## src/ptb_pkg.sv

```systemverilog
// Purpose: shared constants for the periodic timebase block
// Assumes: one 50 MHz clock that is also the crystal reference clock
// Notes: register map, field positions, tap table, bus states
package ptb_pkg;

  // Divider chain and pre-divider
  localparam int unsigned PTB_STAGES = 15;
  localparam int unsigned PTB_PREDIV = 128;

  // Register byte offsets
  localparam logic [3:0] PTB_OFS_CTRL = 4'h0;
  localparam logic [3:0] PTB_OFS_STAT = 4'h4;
  localparam logic [3:0] PTB_OFS_MASK = 4'h8;

  // timebase_control fields
  localparam int unsigned PTB_BIT_RUN = 1;
  localparam int unsigned PTB_BIT_IE = 2;
  localparam int unsigned PTB_BIT_ACK = 3;
  localparam int unsigned PTB_TAP_LO = 4;
  localparam int unsigned PTB_BIT_FLAG = 7;

  // Status and mask fields
  localparam int unsigned PTB_ST_ROLL = 0;
  localparam int unsigned PTB_ST_OVR = 1;

  // Reset values
  localparam logic PTB_RST_RUN = 1'b0;
  localparam logic PTB_RST_IE = 1'b0;
  localparam logic [2:0] PTB_RST_TAP = 3'h0;
  localparam logic PTB_RST_MASK_OVR = 1'b0;

  // Chain bit whose rising edge marks the rollover, per tap code.
  // Divisor is two to the power (bit + 1): 32768 down to 8.
  localparam logic [3:0] PTB_TAP_BIT [8] = '{
    4'hE, 4'hC, 4'hA, 4'h6, 4'h5, 4'h4, 4'h3, 4'h2
  };

  typedef enum logic {
    PTB_IDLE = 1'b0,
    PTB_ANSWER = 1'b1
  } ptb_bus_state_t;

endpackage

```

## src/ptb_prediv.sv

```systemverilog
// Purpose: divide-by-N enable pulse generator for the timebase source
// Assumes: clear_i held while the timebase is off
// Notes: tick_o is a one-cycle pulse every DIV enabled cycles
`timescale 1ns/1ps
`default_nettype none
module ptb_prediv #(
  parameter int unsigned DIV = 128
) (
  input wire logic clk_i,
  input wire logic rst_b_i,
  input wire logic en_i,
  input wire logic clear_i,
  output logic tick_o
);
  localparam int unsigned W = $clog2(DIV);
  localparam logic [W-1:0] LAST = W'(DIV - 1);

  logic [W-1:0] cnt_q;
  logic [W-1:0] cnt_d;

  assign tick_o = en_i & (cnt_q == LAST);
  assign cnt_d = clear_i ? '0 :
                 !en_i ? cnt_q :
                 tick_o ? '0 : cnt_q + W'(1);

  always_ff @(posedge clk_i or negedge rst_b_i) begin
    if (!rst_b_i) begin
      cnt_q <= '0;
    end else begin
      cnt_q <= cnt_d;
    end
  end
endmodule // ptb_prediv
`default_nettype wire

```

## src/ptb_timebase.sv

```systemverilog
// Purpose: periodic timebase with rollover flag and interrupt
// Assumes: clk_i is the crystal reference clock; Avalon-MM slave
// Notes: one wait state per access; CPU access void in wait/stop
//
// Local design decisions: register access over Avalon-MM and the register offsets.
`timescale 1ns/1ps
`default_nettype none

module ptb_timebase
  import ptb_pkg::*;
#(
  parameter int unsigned STAGES = PTB_STAGES,
  parameter int unsigned PREDIV = PTB_PREDIV
) (
  input wire logic clk_i,
  input wire logic rst_b_i,
  input wire logic [3:0] avs_address_i,
  input wire logic avs_read_i,
  input wire logic avs_write_i,
  input wire logic [31:0] avs_writedata_i,
  input wire logic [3:0] avs_byteenable_i,
  output logic [31:0] avs_readdata_o,
  output logic avs_waitrequest_o,
  input wire logic prediv128_select_i,
  input wire logic osc_keep_in_stop_i,
  input wire logic wait_mode_i,
  input wire logic stop_mode_i,
  output logic irq_o,
  output logic stop_wakeup_o
);

  // Bus slave
  ptb_bus_state_t state_q;
  ptb_bus_state_t state_d;
  logic [31:0] readdata_q;
  logic [31:0] readdata_d;

  logic req;
  logic answer;
  logic cpu_blocked;
  logic wr_ok;
  logic wr_ctrl;
  logic wr_stat;
  logic wr_mask;

  // Control and state
  logic run_q;
  logic ie_q;
  logic [2:0] tap_q;
  logic flag_q;
  logic ovr_q;
  logic mask_ovr_q;
  logic [STAGES-1:0] cnt_q;

  logic run_d;
  logic ie_d;
  logic [2:0] tap_d;
  logic flag_d;
  logic ovr_d;
  logic mask_ovr_d;
  logic [STAGES-1:0] cnt_d;

  logic clk_alive;
  logic pre_tick;
  logic src_tick;
  logic step;
  logic [STAGES-1:0] cnt_inc;
  logic [3:0] tap_bit;
  logic rollover;
  logic clr_ack;
  logic clr_st_roll;
  logic clr_st_ovr;
  logic [7:0] ctrl_rd;
  logic [7:0] stat_rd;
  logic [7:0] mask_rd;

  // Handshake: first cycle stalls, second cycle answers
  assign req = avs_read_i | avs_write_i;
  assign answer = req & (state_q == PTB_ANSWER);
  assign avs_waitrequest_o = req & (state_q == PTB_IDLE);
  assign avs_readdata_o = readdata_q;

  // Access still completes so the bus never hangs in low power
  assign cpu_blocked = wait_mode_i | stop_mode_i;
  assign wr_ok = avs_write_i & answer & ~cpu_blocked & avs_byteenable_i[0];
  assign wr_ctrl = wr_ok & (avs_address_i == PTB_OFS_CTRL);
  assign wr_stat = wr_ok & (avs_address_i == PTB_OFS_STAT);
  assign wr_mask = wr_ok & (avs_address_i == PTB_OFS_MASK);

  always_comb begin
    case (state_q)
      PTB_IDLE: state_d = req ? PTB_ANSWER : PTB_IDLE;
      PTB_ANSWER: state_d = PTB_IDLE;
      default: state_d = PTB_IDLE;
    endcase
  end

  // Readback images; acknowledge slot always zero
  assign ctrl_rd = {flag_q, tap_q, 1'b0, ie_q, run_q, 1'b0};
  assign stat_rd = {6'h00, ovr_q, flag_q};
  assign mask_rd = {6'h00, mask_ovr_q, ie_q};

  always_comb begin
    readdata_d = readdata_q;
    if (avs_read_i && state_q == PTB_IDLE) begin
      if (cpu_blocked) begin
        readdata_d = 32'h0000_0000;
      end else if (avs_address_i == PTB_OFS_CTRL) begin
        readdata_d = {24'h00_0000, ctrl_rd};
      end else if (avs_address_i == PTB_OFS_STAT) begin
        readdata_d = {24'h00_0000, stat_rd};
      end else if (avs_address_i == PTB_OFS_MASK) begin
        readdata_d = {24'h00_0000, mask_rd};
      end else begin
        readdata_d = 32'h0000_0000;
      end
    end
  end

  // Chain source: stop without oscillator freezes everything
  assign clk_alive = ~(stop_mode_i & ~osc_keep_in_stop_i);

  ptb_prediv #(
    .DIV(PREDIV)
  ) u_prediv (
    .clk_i(clk_i),
    .rst_b_i(rst_b_i),
    .en_i(run_q & clk_alive),
    .clear_i(~run_q),
    .tick_o(pre_tick)
  );

  // Options are live inputs, expected static while running
  assign src_tick = prediv128_select_i ? pre_tick : 1'b1;
  assign step = run_q & clk_alive & src_tick;
  assign cnt_inc = cnt_q + STAGES'(1);
  assign tap_bit = PTB_TAP_BIT[tap_q];

  // Rising edge of the tap bit: first after half, then every period
  assign rollover = step & cnt_inc[tap_bit] & ~cnt_q[tap_bit];

  assign cnt_d = !run_q ? '0 : (step ? cnt_inc : cnt_q);

  // Acknowledge via control write or via status write-one
  assign clr_ack = wr_ctrl & avs_writedata_i[PTB_BIT_ACK];
  assign clr_st_roll = wr_stat & avs_writedata_i[PTB_ST_ROLL];
  assign clr_st_ovr = wr_stat & avs_writedata_i[PTB_ST_OVR];

  // Set wins over a clear in the same cycle
  assign flag_d = rollover | (flag_q & ~(clr_ack | clr_st_roll));
  assign ovr_d = (rollover & flag_q) | (ovr_q & ~clr_st_ovr);

  // Tap select is not locked; changing it while running is unsafe
  assign run_d = wr_ctrl ? avs_writedata_i[PTB_BIT_RUN] : run_q;
  assign tap_d = wr_ctrl ? avs_writedata_i[PTB_TAP_LO +: 3] : tap_q;
  assign ie_d = wr_ctrl ? avs_writedata_i[PTB_BIT_IE] :
                wr_mask ? avs_writedata_i[PTB_ST_ROLL] : ie_q;
  assign mask_ovr_d = wr_mask ? avs_writedata_i[PTB_ST_OVR] : mask_ovr_q;

  assign irq_o = (flag_q & ie_q) | (ovr_q & mask_ovr_q);
  assign stop_wakeup_o = stop_mode_i & irq_o;

  always_ff @(posedge clk_i or negedge rst_b_i) begin
    if (!rst_b_i) begin
      state_q <= PTB_IDLE;
      readdata_q <= 32'h0000_0000;
    end else begin
      state_q <= state_d;
      readdata_q <= readdata_d;
    end
  end

  always_ff @(posedge clk_i or negedge rst_b_i) begin
    if (!rst_b_i) begin
      run_q <= PTB_RST_RUN;
      ie_q <= PTB_RST_IE;
      tap_q <= PTB_RST_TAP;
      mask_ovr_q <= PTB_RST_MASK_OVR;
    end else begin
      run_q <= run_d;
      ie_q <= ie_d;
      tap_q <= tap_d;
      mask_ovr_q <= mask_ovr_d;
    end
  end

  always_ff @(posedge clk_i or negedge rst_b_i) begin
    if (!rst_b_i) begin
      cnt_q <= '0;
      flag_q <= 1'b0;
      ovr_q <= 1'b0;
    end else begin
      cnt_q <= cnt_d;
      flag_q <= flag_d;
      ovr_q <= ovr_d;
    end
  end

  // Checks
  logic run_ok;
  assign run_ok = run_q & clk_alive & ~prediv128_select_i & ~wr_ctrl;
endmodule // ptb_timebase
`default_nettype wire

```

## config.mk

```make
export PLATFORM = sky130hd
export DESIGN_NAME = ptb_timebase
export DESIGN_NICKNAME = d
export VERILOG_FILES = /design/src/ptb_pkg.sv /design/src/ptb_prediv.sv /design/src/ptb_timebase.sv
export SDC_FILE = /design/constraint.sdc
export NUM_CORES = 1
export LEC_CHECK = 0
export BUFFER_PORTS_ARGS = -buffer_cell sky130_fd_sc_hd__buf_2
export CAP_MARGIN = 15
export CELL_PAD_IN_SITES_DETAIL_PLACEMENT = 0
export CELL_PAD_IN_SITES_GLOBAL_PLACEMENT = 1
export CORE_MARGIN = 10
export CORE_UTILIZATION = 40
export DETAILED_ROUTE_END_ITERATION = 16
export GPL_TIMING_DRIVEN = 0
export PLACE_DENSITY_LB_ADDON = 0.1
export SYNTH_ARGS = -nofsm -noshare
export SYNTH_HDL_FRONTEND = slang
export SYNTH_SLANG_ARGS = --single-unit
```

## constraint.sdc

```tcl
create_clock -name clk_i -period 5.2 [get_ports clk_i]
set_clock_uncertainty 0.1 [all_clocks]
set_input_delay 0.26 -clock clk_i [delete_from_list [all_inputs] [get_ports clk_i]]
set_output_delay 0.26 -clock clk_i [all_outputs]
set_load 0.01 [all_outputs]
```

==> metrics.md, run 1 <==
| Metric | Value |
|---|---|
| Status | complete, but fails checks |
| Failing checks | negative hold slack |
| Ratio of cells with drive above 1 in the final layout | 23.7% |
| Worst Hold Class | primary input to async pin |
| Syn. warnings | 0 |
| EDFF count, synth | 0 |
| Num ports | 83 |
| Die Ht | 96.6 um |
| Required time of the critical path | 5.28 ns |
| Antenna diodes | 0 |
| Synth Area in Adders | under 10% |
| RSZ-0062 raised after global routing | false |
| Slew Limit Fails | 0 |
| DP Area | roughly 2700 um2 |
| Row count | 27 |
| # Post-CTS Setup Buffers | 0 |
| CP max stage cell | dfrtp_1 |
| Clock root buffer master | clkbuf_8 |
| Worst-path cell chain | ha_1, nand4_2, nor2_1, a221oi_1, o211a_1, o41ai_1 |
| Core Area | 5610 um2 |
| Largest family of logic cells by synthesized area | simple AND/OR/NAND/NOR gates |
| Final Cell Area | 2750 um2 |
| Die area | around 9300 um2 |
| Iteration-0 DRC count of the detailed router | 76 |
| Worst-path fanout max | 5 |
| Vias per cell | 4.80 |
| R2r worst-path depth | 6 |
| Area delta synth->final | 17.1% |
| Min Hold Slack | -0.0197 ns |
| Die width | between 90 and 100 um |
| Total GRT Usage | approximately 11% |
| Crit path capture type | flip-flop |
| Starting Density | a little over two fifths |
| Startpoint types | flip-flop |
| Initial DRT Pass Iterations | 5 |
| Compound-gate portion of the synthesized area | 12.0% |
| Worst VDD drop | 0.000120 V |
| Max-Cap Viols | 0 |
| Post-CTS resize count | 0 |
| GRT overflow | 0 |
| H-tree Lvls | 2 |
| Crit path DAT | a little over 2 ns |
| Post-Syn Area | 2350 um2 |
| WL per Instance | 13.5 um |
| Slowest stage delay, CP | ~0.42 ns |
| Reg clk slew, reported paths | 0.07 ns |
| Tcrit/Tclk final | a little under two fifths |
| Clk_lat worst skew | 0.28 ns |
| Synth Area in Simple Gates | roughly 25% |
| Layout Nets | 359 |
| Top_reg_cell synth | dfrtp_1 |
| Detail Route Antenna Nets | 0 |
| Max-Slew Margin vs Limit | 42.8% |
| Unique masters post-synth | between 50 and 60 |
| Pin count of the biggest net entering global routing | 39 |
| Final Critical Period | 1.99 ns |
| Cts hold-fix bufs | 0 |
| Xor and xnor fraction of the mapped netlist area | under 10% |
| Final wirelength | roughly 5100 um |
| Initial antenna violation count | 0 |
| Buf+Inv Stages, Crit Path | 0 |
| CTS Sinks | 38 |
| CTS tree | done |
| Final-report setup violation count | 0 |
| CTS Buf Count | 5 |
| First-pass GRT wire length | 8950 um |
| Mean post-synth cell area | 9.40 um2 |
| WS Path Type | flip-flop to flip-flop |
| Vias in the first global route | 1786 |
| Routability-driven placement congestion ratio | 0.763 |
| CP delay by family, top | compound AO/OA/AOI/OAI gates |
| CP Depth | 6 |
| PwrDens | roughly 210 nW/um2 |
| Seq cells post-synth | 38 |
| Async S/R FF share, synth | 100% |
| Multiplexer share of the synthesized area | 3.19% |
| # DRC | 0 |
| Pleak | about 1.3 nW |
| Final Hold Vio Count | 38 |
| Seq/Total Area, Yosys | 40.5% |
| IO Port Bufs | 28 |
| Fill cells | ~570 |
| Synth Instances | 250 |
| Fmax | roughly 500 MHz |
| Setup tns final | 0 ns |
| Hpwl dp | 3920 um |
| Clock Path Buffers | 2 |
| Via count | 1824 |
| Actual slew at the worst max-slew pin | 0.857 ns |
worst paths after layout:
check	start	end	slack, ns
setup / recovery	cnt_q[0]	ovr_q	3.21
max in group asynchronous	rst_b_i	cnt_q[5]	4.48
hold / removal	rst_b_i	avs_readdata_o[1]	-0.02
setup reg to reg	cnt_q[0]	ovr_q	3.21
hold reg to reg	state_q	state_q	0.36
min in group clk_i	avs_writedata_i[4]	tap_q[0]	0.08
report_power, final:
group / switching (mW) / leakage [nW] / internal, mW
combinational: 0.0448 / 0.724 / 0.0314
clock: 0.0960 / 0.0431 / 0.102
sequential: 0.00420 / 0.523 / 0.301
synth_stat cells (all sizes together), types with 3 or more instances:
cell,count,area [um2]
nor3,4,25.0
a22o,8,70.1
nand4,10,68.8
dfrtp,38,951
clkbuf,8,30.0
mux2,4,45.0
xnor2,16,140
nand3,16,85.1
nor2b,3,18.8
nand2,17,63.8
or3,3,23.8
buf,29,205
nand2b,3,18.8
o21ai,13,68.8
mux2i,3,30.0
inv,6,22.5
nor2,13,65.1
a21oi,4,20.0
and2,19,119
metal layers:
metal | vias to the layer above | wire, um | track usage [%] | share of wire [%]
li1 | 944 | - | - | -
met1 | 829 | 2410 | 14.4 | 47
met2 | 44 | 2390 | 17.5 | 47
met3 | 7 | 279 | 3.12 | 5.4
met4 | 0 | 56 | 3.72 | 1.1
met5 | - | 0 | 0 | 0
placed cells by master (no fill, tap or decap), drive strengths merged, types with 4 or more instances in the layout:
cell	n
mux2	4
buf	57
nand2	17
nor3	4
nand3	16
xnor2	16
a21oi	4
and2	19
inv	6
clkbuf	14
conb	25
o21ai	13
nor2	13
dfrtp	38
a22o	8
nand4	10
cell families (layout without fill, tap and decap cells):
group,Yosys count,in the layout
AOI/OAI and AO/OA,40,40
xor gates and xnor gates,18,18
DFF,38,38
buffers and inverters,43,77
other,1,25
and+or+nand+nor,101,101
adders and majority gates,2,2
muxes,7,7
state kept, by name (all words and copies together), names as in the netlist:
signal,count
u_prediv.cnt_q,7
flag_q,1
ovr_q,1
tap_q,3
ie_q,1
cnt_q,15
mask_ovr_q,1
run_q,1
state_q,1
avs_readdata_o,7
through the flow:
step / power [mW] / instances / utilization, % / worst slack, ns
2_1_floorplan: 0.361 / 274 / - / 3.37
3_3_place_gp: 0.387 / 374 / 47.6 / 3.17
3_5_place_dp: 0.387 / 374 / 47.6 / 3.16
4_1_cts: 0.588 / 380 / 49.1 / 3.20
5_1_grt: 0.613 / 380 / 49.1 / 3.03
6_report: 0.579 / 380 / 49.1 / 3.21
layout make-up:
class                   count  area (um2)  area share [%]
well taps                  72        90.1            3.27
multi-input cells         193        1230            44.7
clock buffers               6        82.6            3.00
inverters                   6        22.5           0.818
repair buffers             28         140            5.09
plain buffers              37         235            8.55
flip-flops and latches     38         951            34.5
Note: power is estimated with default switching activity, not from simulation.
==> inputs of run 2 (changes only) <==
--- a/config.mk
+++ b/config.mk
@@ -10,7 +10,7 @@
 export CELL_PAD_IN_SITES_DETAIL_PLACEMENT = 0
 export CELL_PAD_IN_SITES_GLOBAL_PLACEMENT = 1
 export CORE_MARGIN = 10
-export CORE_UTILIZATION = 40
+export CORE_UTILIZATION = 37
 export DETAILED_ROUTE_END_ITERATION = 16
 export GPL_TIMING_DRIVEN = 0
 export PLACE_DENSITY_LB_ADDON = 0.1
==> constraint.sdc (replaced) <==
create_clock -name clk_i -period 2 [get_ports clk_i]
set_clock_uncertainty 0.1 [all_clocks]
set_input_delay 0.1 -clock clk_i [delete_from_list [all_inputs] [get_ports clk_i]]
set_output_delay 0.1 -clock clk_i [all_outputs]
set_load 0.01 [all_outputs]
==> metrics.md, run 2 (synthesis results as in run 1) <==
| Metric | Value |
|---|---|
| Clock root buffer master | clkbuf_8 |
| Largest Register | cnt_q |
| Startpoint types | flip-flop |
| Worst-path fanout max | 5 (unchanged) |
| Iteration-0 DRC count of the detailed router | 63 (-17%) |
| Hold Crit Endpoint | ie_q |
| R2R Path End | ovr_q |
| Crit path capture type | flip-flop |
| Vias in the first global route | 1751 (-2.0%) |
| Final wirelength | 5350 um (+4.2%) |
| Commonest cells after routing, fill and taps aside | dfrtp_1, buf_2, buf_4 |
| Max-Cap Viols | 0 (unchanged) |
| Area of the multi-input gates | 1280 um2 (+4.1%) |
| Hpwl dp | 3950 um (+0.79%) |
| IO Port Bufs | 28 (unchanged) |
| Clk_lat worst skew | 0.30 ns (+0.02 ns) |
| Vias per cell | 4.74 (-1.2%) |
| H-tree Lvls | 2 (unchanged) |
| Min-Delay Startpoint | avs_writedata_i[2] |
| Starting Density | 39.0% (-2.9 points) |
| Pleak | 1.33 nW (+3.3%) |
| Row count | 28 (+3.7%) |
| Total Power | 1.57 mW (+170%) |
| Ratio of cells with drive above 1 in the final layout | 26.3% (+2.6 points) |
| FF-to-FF setup slack | 0.09 ns (-3.12 ns) |
| FF-to-FF Start | cnt_q[0] |
| Worst VDD drop | 0.000307 V (+160%) |
| Detail Route Antenna Nets | 0 (unchanged) |
| Commonest non-fill, non-tap cell in the layout | dfrtp_1 |
| Die area | 9940 um2 (+6.4%) |
| Worst Hold Class | primary input to flip-flop |
| CTS Sinks | 38 (unchanged) |
| Util after Layout | 48.3% (-0.81 points) |
| Actual slew at the worst max-slew pin | 0.871 ns (+0.0136 ns) |
| Number of flip-flops in the largest register | 15 (unchanged) |
| Required time of the critical path | 2.09 ns (-3.19 ns) |
| Die Ht | 99.7 um (+3.2%) |
| Tcrit/Tclk final | 95.6% (+57 points) |
| R2r worst-path depth | 6 (unchanged) |
| Die width | 99.7 um (+3.2%) |
| Depth of the worst hold-timing path | 3 |
| Status | finished, final reports clean |
| Fill cells | 595 (+4.2%) |
| Initial antenna violation count | 0 (unchanged) |
| Clock Path Buffers | 2 (unchanged) |
| First-pass GRT wire length | 8770 um (-2.0%) |
| Final Critical Period | 1.91 ns (-0.0809 ns) |
| Max-Slew Margin vs Limit | 41.9% (-0.91 points) |
| Via count | 1868 (+2.4%) |
| CTS Buf Count | 5 (unchanged) |
| Num ports | 83 (unchanged) |
| Layout Nets | 368 (+2.5%) |
| WS Path Type | flip-flop to flip-flop |
| Reg area | 953 um2 (+0.26%) |
| Final Hold Vio Count | 0 (-100%) |
| PwrDens | 538 nW/um2 (+160%) |
| WL per Instance | 13.6 um (+0.48%) |
| Setup tns final | 0 ns (unchanged) |
| Pin count of the biggest net entering global routing | 39 (unchanged) |
| Slew Limit Fails | 0 (unchanged) |
| Placed cell count | 377 (+0.80%) |
| Antenna diodes | 0 (unchanged) |
| Reg clk slew, reported paths | 0.08 ns (about the same) |
| Area delta synth->final | 23.8% |
| Final-report setup violation count | 0 (unchanged) |
| Layout Cells excl Fill | 394 (+3.7%) |
| Initial DRT Pass Iterations | 4 (-1) |
| Core Area | 6030 um2 (+7.5%) |
| Min Hold Slack | 0.00397 ns (+0.0236 ns) |
| Crit path DAT | 2.00 ns (-0.07 ns) |
| Routability-driven placement congestion ratio | 0.761 (-0.26%) |
| # DRC | 0 (unchanged) |
| Total GRT Usage | 10.7% (-0.52 points) |
| Fmax | 523 MHz (+4.2%) |
| GRT overflow | 0 (unchanged) |
| CTS tree | done |
run 2: layout make-up:
| type | count | area share (%) |
|---|---|---|
| plain buffers | 37 | 8.17 |
| well taps | 75 | 3.23 |
| flip-flops and latches | 38 | 32.8 |
| clock inverters | 2 | 0.430 |
| clock buffers | 6 | 2.84 |
| inverters | 6 | 0.774 |
| multi-input cells | 193 | 44.0 |
| repair buffers | 37 | 7.74 |
run 2: critical path, stage by stage (launching register included):
cell	delay (ns)
dfrtp_1	0.45
ha_4	0.21
nand4_4	0.15
nor3_2	0.22
xnor2_1	0.09
o211a_1	0.23
o41ai_1	0.35
run 2: routing by layer:
metal  vias to the layer above  GRT usage (%)  wire length, um
li1                        966              -                -
met1                       848           14.0             2550
met2                        46           15.9             2370
met3                         8           3.53              351
met4                         0           3.64               74
met5                         -              0                0
run 2: power breakdown:
group | total (mW) | internal, mW | switching (mW)
clock | 0.561 | 0.277 | 0.284
combinational | 0.212 | 0.0930 | 0.119
sequential | 0.792 | 0.781 | 0.0112
total | 1.57 | 1.15 | 0.415
run 2: worst max-delay path by stage:
stage / startpoint / slack, ns / depth (start not counted) / endpoint
2_1_floorplan: cnt_q[0] / 0.25 / 6 / ovr_q
3_3_place_gp: cnt_q[0] / -0.02 / 6 / ovr_q
3_5_place_dp: cnt_q[0] / -0.02 / 6 / ovr_q
4_1_cts: cnt_q[0] / 0.03 / 6 / ovr_q
5_1_grt: cnt_q[0] / -0.03 / 6 / ovr_q
6_report: cnt_q[0] / 0.09 / 6 / ovr_q
run 2: per-stage QoR:
| step | area [um2] | worst slack [ns] |
|---|---|---|
| after global routing | 2910 | -0.0253 |
| after global placement | 2670 | -0.0201 |
| final | 2910 | 0.0885 |
| after detailed placement | 2670 | -0.0210 |
| after CTS | 2840 | 0.0299 |
| after floorplan | 2440 | 0.249 |
run 2: repair_timing:
action | in CTS | in global routing
cloned | 0 | 0
pin swaps | 0 | 2
resized for setup | 2 | 10
buffers inserted | 0 | 2
hold endpoints to repair | 44 | 0
setup endpoints to repair | 1 | 10
hold buffers | 7 | 0
==> inputs of run 3 (changes only) <==
==> constraint.sdc (replaced) <==
create_clock -name clk_i -period 1.8 [get_ports clk_i]
set_clock_uncertainty 0.1 [all_clocks]
set_input_delay 0.09 -clock clk_i [delete_from_list [all_inputs] [get_ports clk_i]]
set_output_delay 0.09 -clock clk_i [all_outputs]
set_load 0.01 [all_outputs]
==> metrics.md, run 3 (synthesis results as in run 1) <==
| Metric | Value |
|---|---|
| RSZ-0062 raised after global routing | true |
| Clk_lat worst skew | 0.30 ns (about the same) |
| M1 WL | 2590 um (+1.6%) |
| Final-report setup violation count | 1 (+1) |
| Crit path capture type | flip-flop |
| Num ports | 83 (unchanged) |
| Clock root buffer master | clkbuf_8 |
| Clk pwr share | 35.4% (-0.4 points) |
| Startpoint types | flip-flop |
| Detail Route Antenna Nets | 0 (unchanged) |
| Power share of the sequential group | 50.2% (-0.4 points) |
| Switching portion of total power | 26.5% (-0.027 points) |
| Psw | 0.464 mW (+12%) |
| GRT overflow | 0 (unchanged) |
| Max layer used | met4 |
| Beginning of the critical path | cnt_q[1] |
| Layout Nets | 383 (+4.1%) |
| H-tree Lvls | 2 (unchanged) |
| Number of flip-flops in the largest register | 15 (unchanged) |
| Internal power | 1.29 mW (+12%) |
| Setup ws final | -0.00961 ns (-0.0982 ns) |
| Largest Register | cnt_q |
| Reg clk slew, reported paths | 0.08 ns (about the same) |
| Antenna diodes | 0 (unchanged) |
| # DRC | 0 (unchanged) |
| Core Area | 6030 um2 (unchanged) |
| Total Power | 1.75 mW (+12%) |
| PwrDens | 569 nW/um2 (+5.7%) |
| Actual slew at the worst max-slew pin | 0.864 ns (-0.00722 ns) |
| Clock Path Buffers | 2 (unchanged) |
| WS Path Type | flip-flop to flip-flop |
| FF-to-FF Start | cnt_q[1] |
| Met2 wire length | 2590 um (+9.4%) |
| Commonest non-fill, non-tap cell in the layout | buf_4 |
| Area delta synth->final | 31.2% |
| Slew Limit Fails | 0 (unchanged) |
| Die Ht | 99.7 um (unchanged) |
| Worst-path fanout max | 4 (-1) |
| Min Hold Slack | 0.00986 ns (+0.00589 ns) |
| Combinational group share of total power | 14.4% (+0.8 points) |
| R2r worst-path depth | 6 (unchanged) |
| Failing checks | negative setup slack |
| Layout Cells excl Fill | 409 (+3.8%) |
| CTS Buf Count | 5 (unchanged) |
| Die area | 9940 um2 (unchanged) |
| Initial DRT Pass Iterations | 4 (unchanged) |
| FF-to-FF setup slack | -0.01 ns (-0.10 ns) |
| Final wirelength | 5590 um (+4.4%) |
| Final Hold Vio Count | 0 (unchanged) |
| Starting Density | 39.0% (unchanged) |
| Vias per cell | 4.70 (-0.83%) |
| Routability-driven placement congestion ratio | 0.761 (unchanged) |
| Setup crit end | ovr_q |
| Area of the multi-input gates | 1320 um2 (+2.9%) |
| Pin count of the biggest net entering global routing | 39 (unchanged) |
| Reg area | 958 um2 (+0.52%) |
| CTS Sinks | 38 (unchanged) |
| Iteration-0 DRC count of the detailed router | 67 (+6.3%) |
| Ratio of cells with drive above 1 in the final layout | 33.2% (+6.9 points) |
| Fmax | 553 MHz (+5.6%) |
| Via count | 1923 (+2.9%) |
| Row count | 28 (unchanged) |
| Pleak | 1.45 nW (+8.7%) |
| R2R Path End | ovr_q |
| Required time of the critical path | 1.90 ns (-0.19 ns) |
| Die width | 99.7 um (unchanged) |
| Placed cell count | 377 (unchanged) |
| Hpwl dp | 3950 um (unchanged) |
| Setup tns final | -0.00961 ns (-0.00961 ns) |
| DP Area | 2670 um2 (unchanged) |
| IO Port Bufs | 28 (unchanged) |
| Total GRT Usage | 11.2% (+0.49 points) |
| Met3 WL post-DR | 325 um (-7.4%) |
| Tcrit/Tclk final | 101% (+5.0 points) |
| Worst Hold Class | primary input to flip-flop |
| Status | complete, but fails checks |
| Commonest cells after routing, fill and taps aside | buf_4, dfrtp_1, buf_2 |
| Min-Delay Startpoint | avs_writedata_i[0] |
| Vias in the first global route | 1835 (+4.8%) |
| First-pass GRT wire length | 9160 um (+4.5%) |
| Max-Slew Margin vs Limit | 42.4% (+0.48 points) |
| Initial antenna violation count | 0 (unchanged) |
| Crit path DAT | 1.91 ns (-0.09 ns) |
| CTS tree | done |
| Worst VDD drop | 0.000342 V (+12%) |
| Max-Cap Viols | 0 (unchanged) |
| Fill cells | 564 (-5.2%) |
| WL per Instance | 13.7 um (+0.56%) |
| Final Critical Period | 1.81 ns (-0.102 ns) |
| Final Cell Area | 3080 um2 (+5.9%) |
run 3: cell count changes in the layout (fill, tap and decap cells not counted), moves of 2 or more:
cell      change
dfrtp_1       -4
clkbuf_1      -3
nor2_2        +2
buf_4        +12
buf_6         +3
dfrtp_2       +4
clkbuf_2      +3
nor2_1        -2
run 3: how the worst min path moves through the flow:
| stage | to | slack, ns | cells after the start |
|---|---|---|---|
| floorplan | avs_readdata_o[0] | -0.31 | 0 |
| global placement | avs_readdata_o[1] | 0.17 | 1 |
| detailed placement | avs_readdata_o[0] | 0.17 | 1 |
| CTS | ie_q | 0.006 | 3 |
| global route | ie_q | 0.06 | 3 |
| finish | ie_q | 0.01 | 3 |
run 3: power by group through the flow:
stage                     Combinational, mW  Clock [mW]  Sequential [mW]
after global routing                  0.284       0.678            0.882
after CTS                             0.243       0.644            0.880
final                                 0.253       0.620            0.880
after detailed placement              0.220           0            0.897
after global placement                0.221           0            0.897
after floorplan                       0.150           0            0.894
run 3: critical path, cell delays in order, from the launching register on:
cell	delay [ns]
dfrtp_1	0.43
ha_4	0.19
nand4_4	0.15
nor3_4	0.21
xnor2_1	0.08
o211a_1	0.23
o41ai_2	0.32
run 3: layout make-up:
class,instances,share of cell area (%)
Clock buffer,6,2.68
Sequential cell,38,31.1
Tap cell,75,3.05
Clock inverter,2,0.406
Timing Repair Buffer,52,11.3
Multi-Input combinational cell,193,42.8
Buffer,37,7.96
Inverter,6,0.731
run 3: stage by stage:
step	util, %	setup slack, ns
after global placement	44.4	-0.220
after floorplan	-	0.0488
after CTS	49.3	-0.00114
final	51.1	-0.00961
after global routing	51.1	-0.135
after detailed placement	44.4	-0.221
run 3: what timing repair did:
item	CTS	global route
endpoints found under the hold margin	45	0
cloned	0	1
gates resized for setup	19	15
pin swaps	5	9
hold buffers	8	0
setup endpoints to repair	12	16
setup buffers	7	8
run 3: routing by layer:
layer,vias to the layer above,global-route usage [%]
li1,997,-
met1,875,14.3
met2,41,17.2
met3,10,3.53
met4,0,3.64
met5,-,0
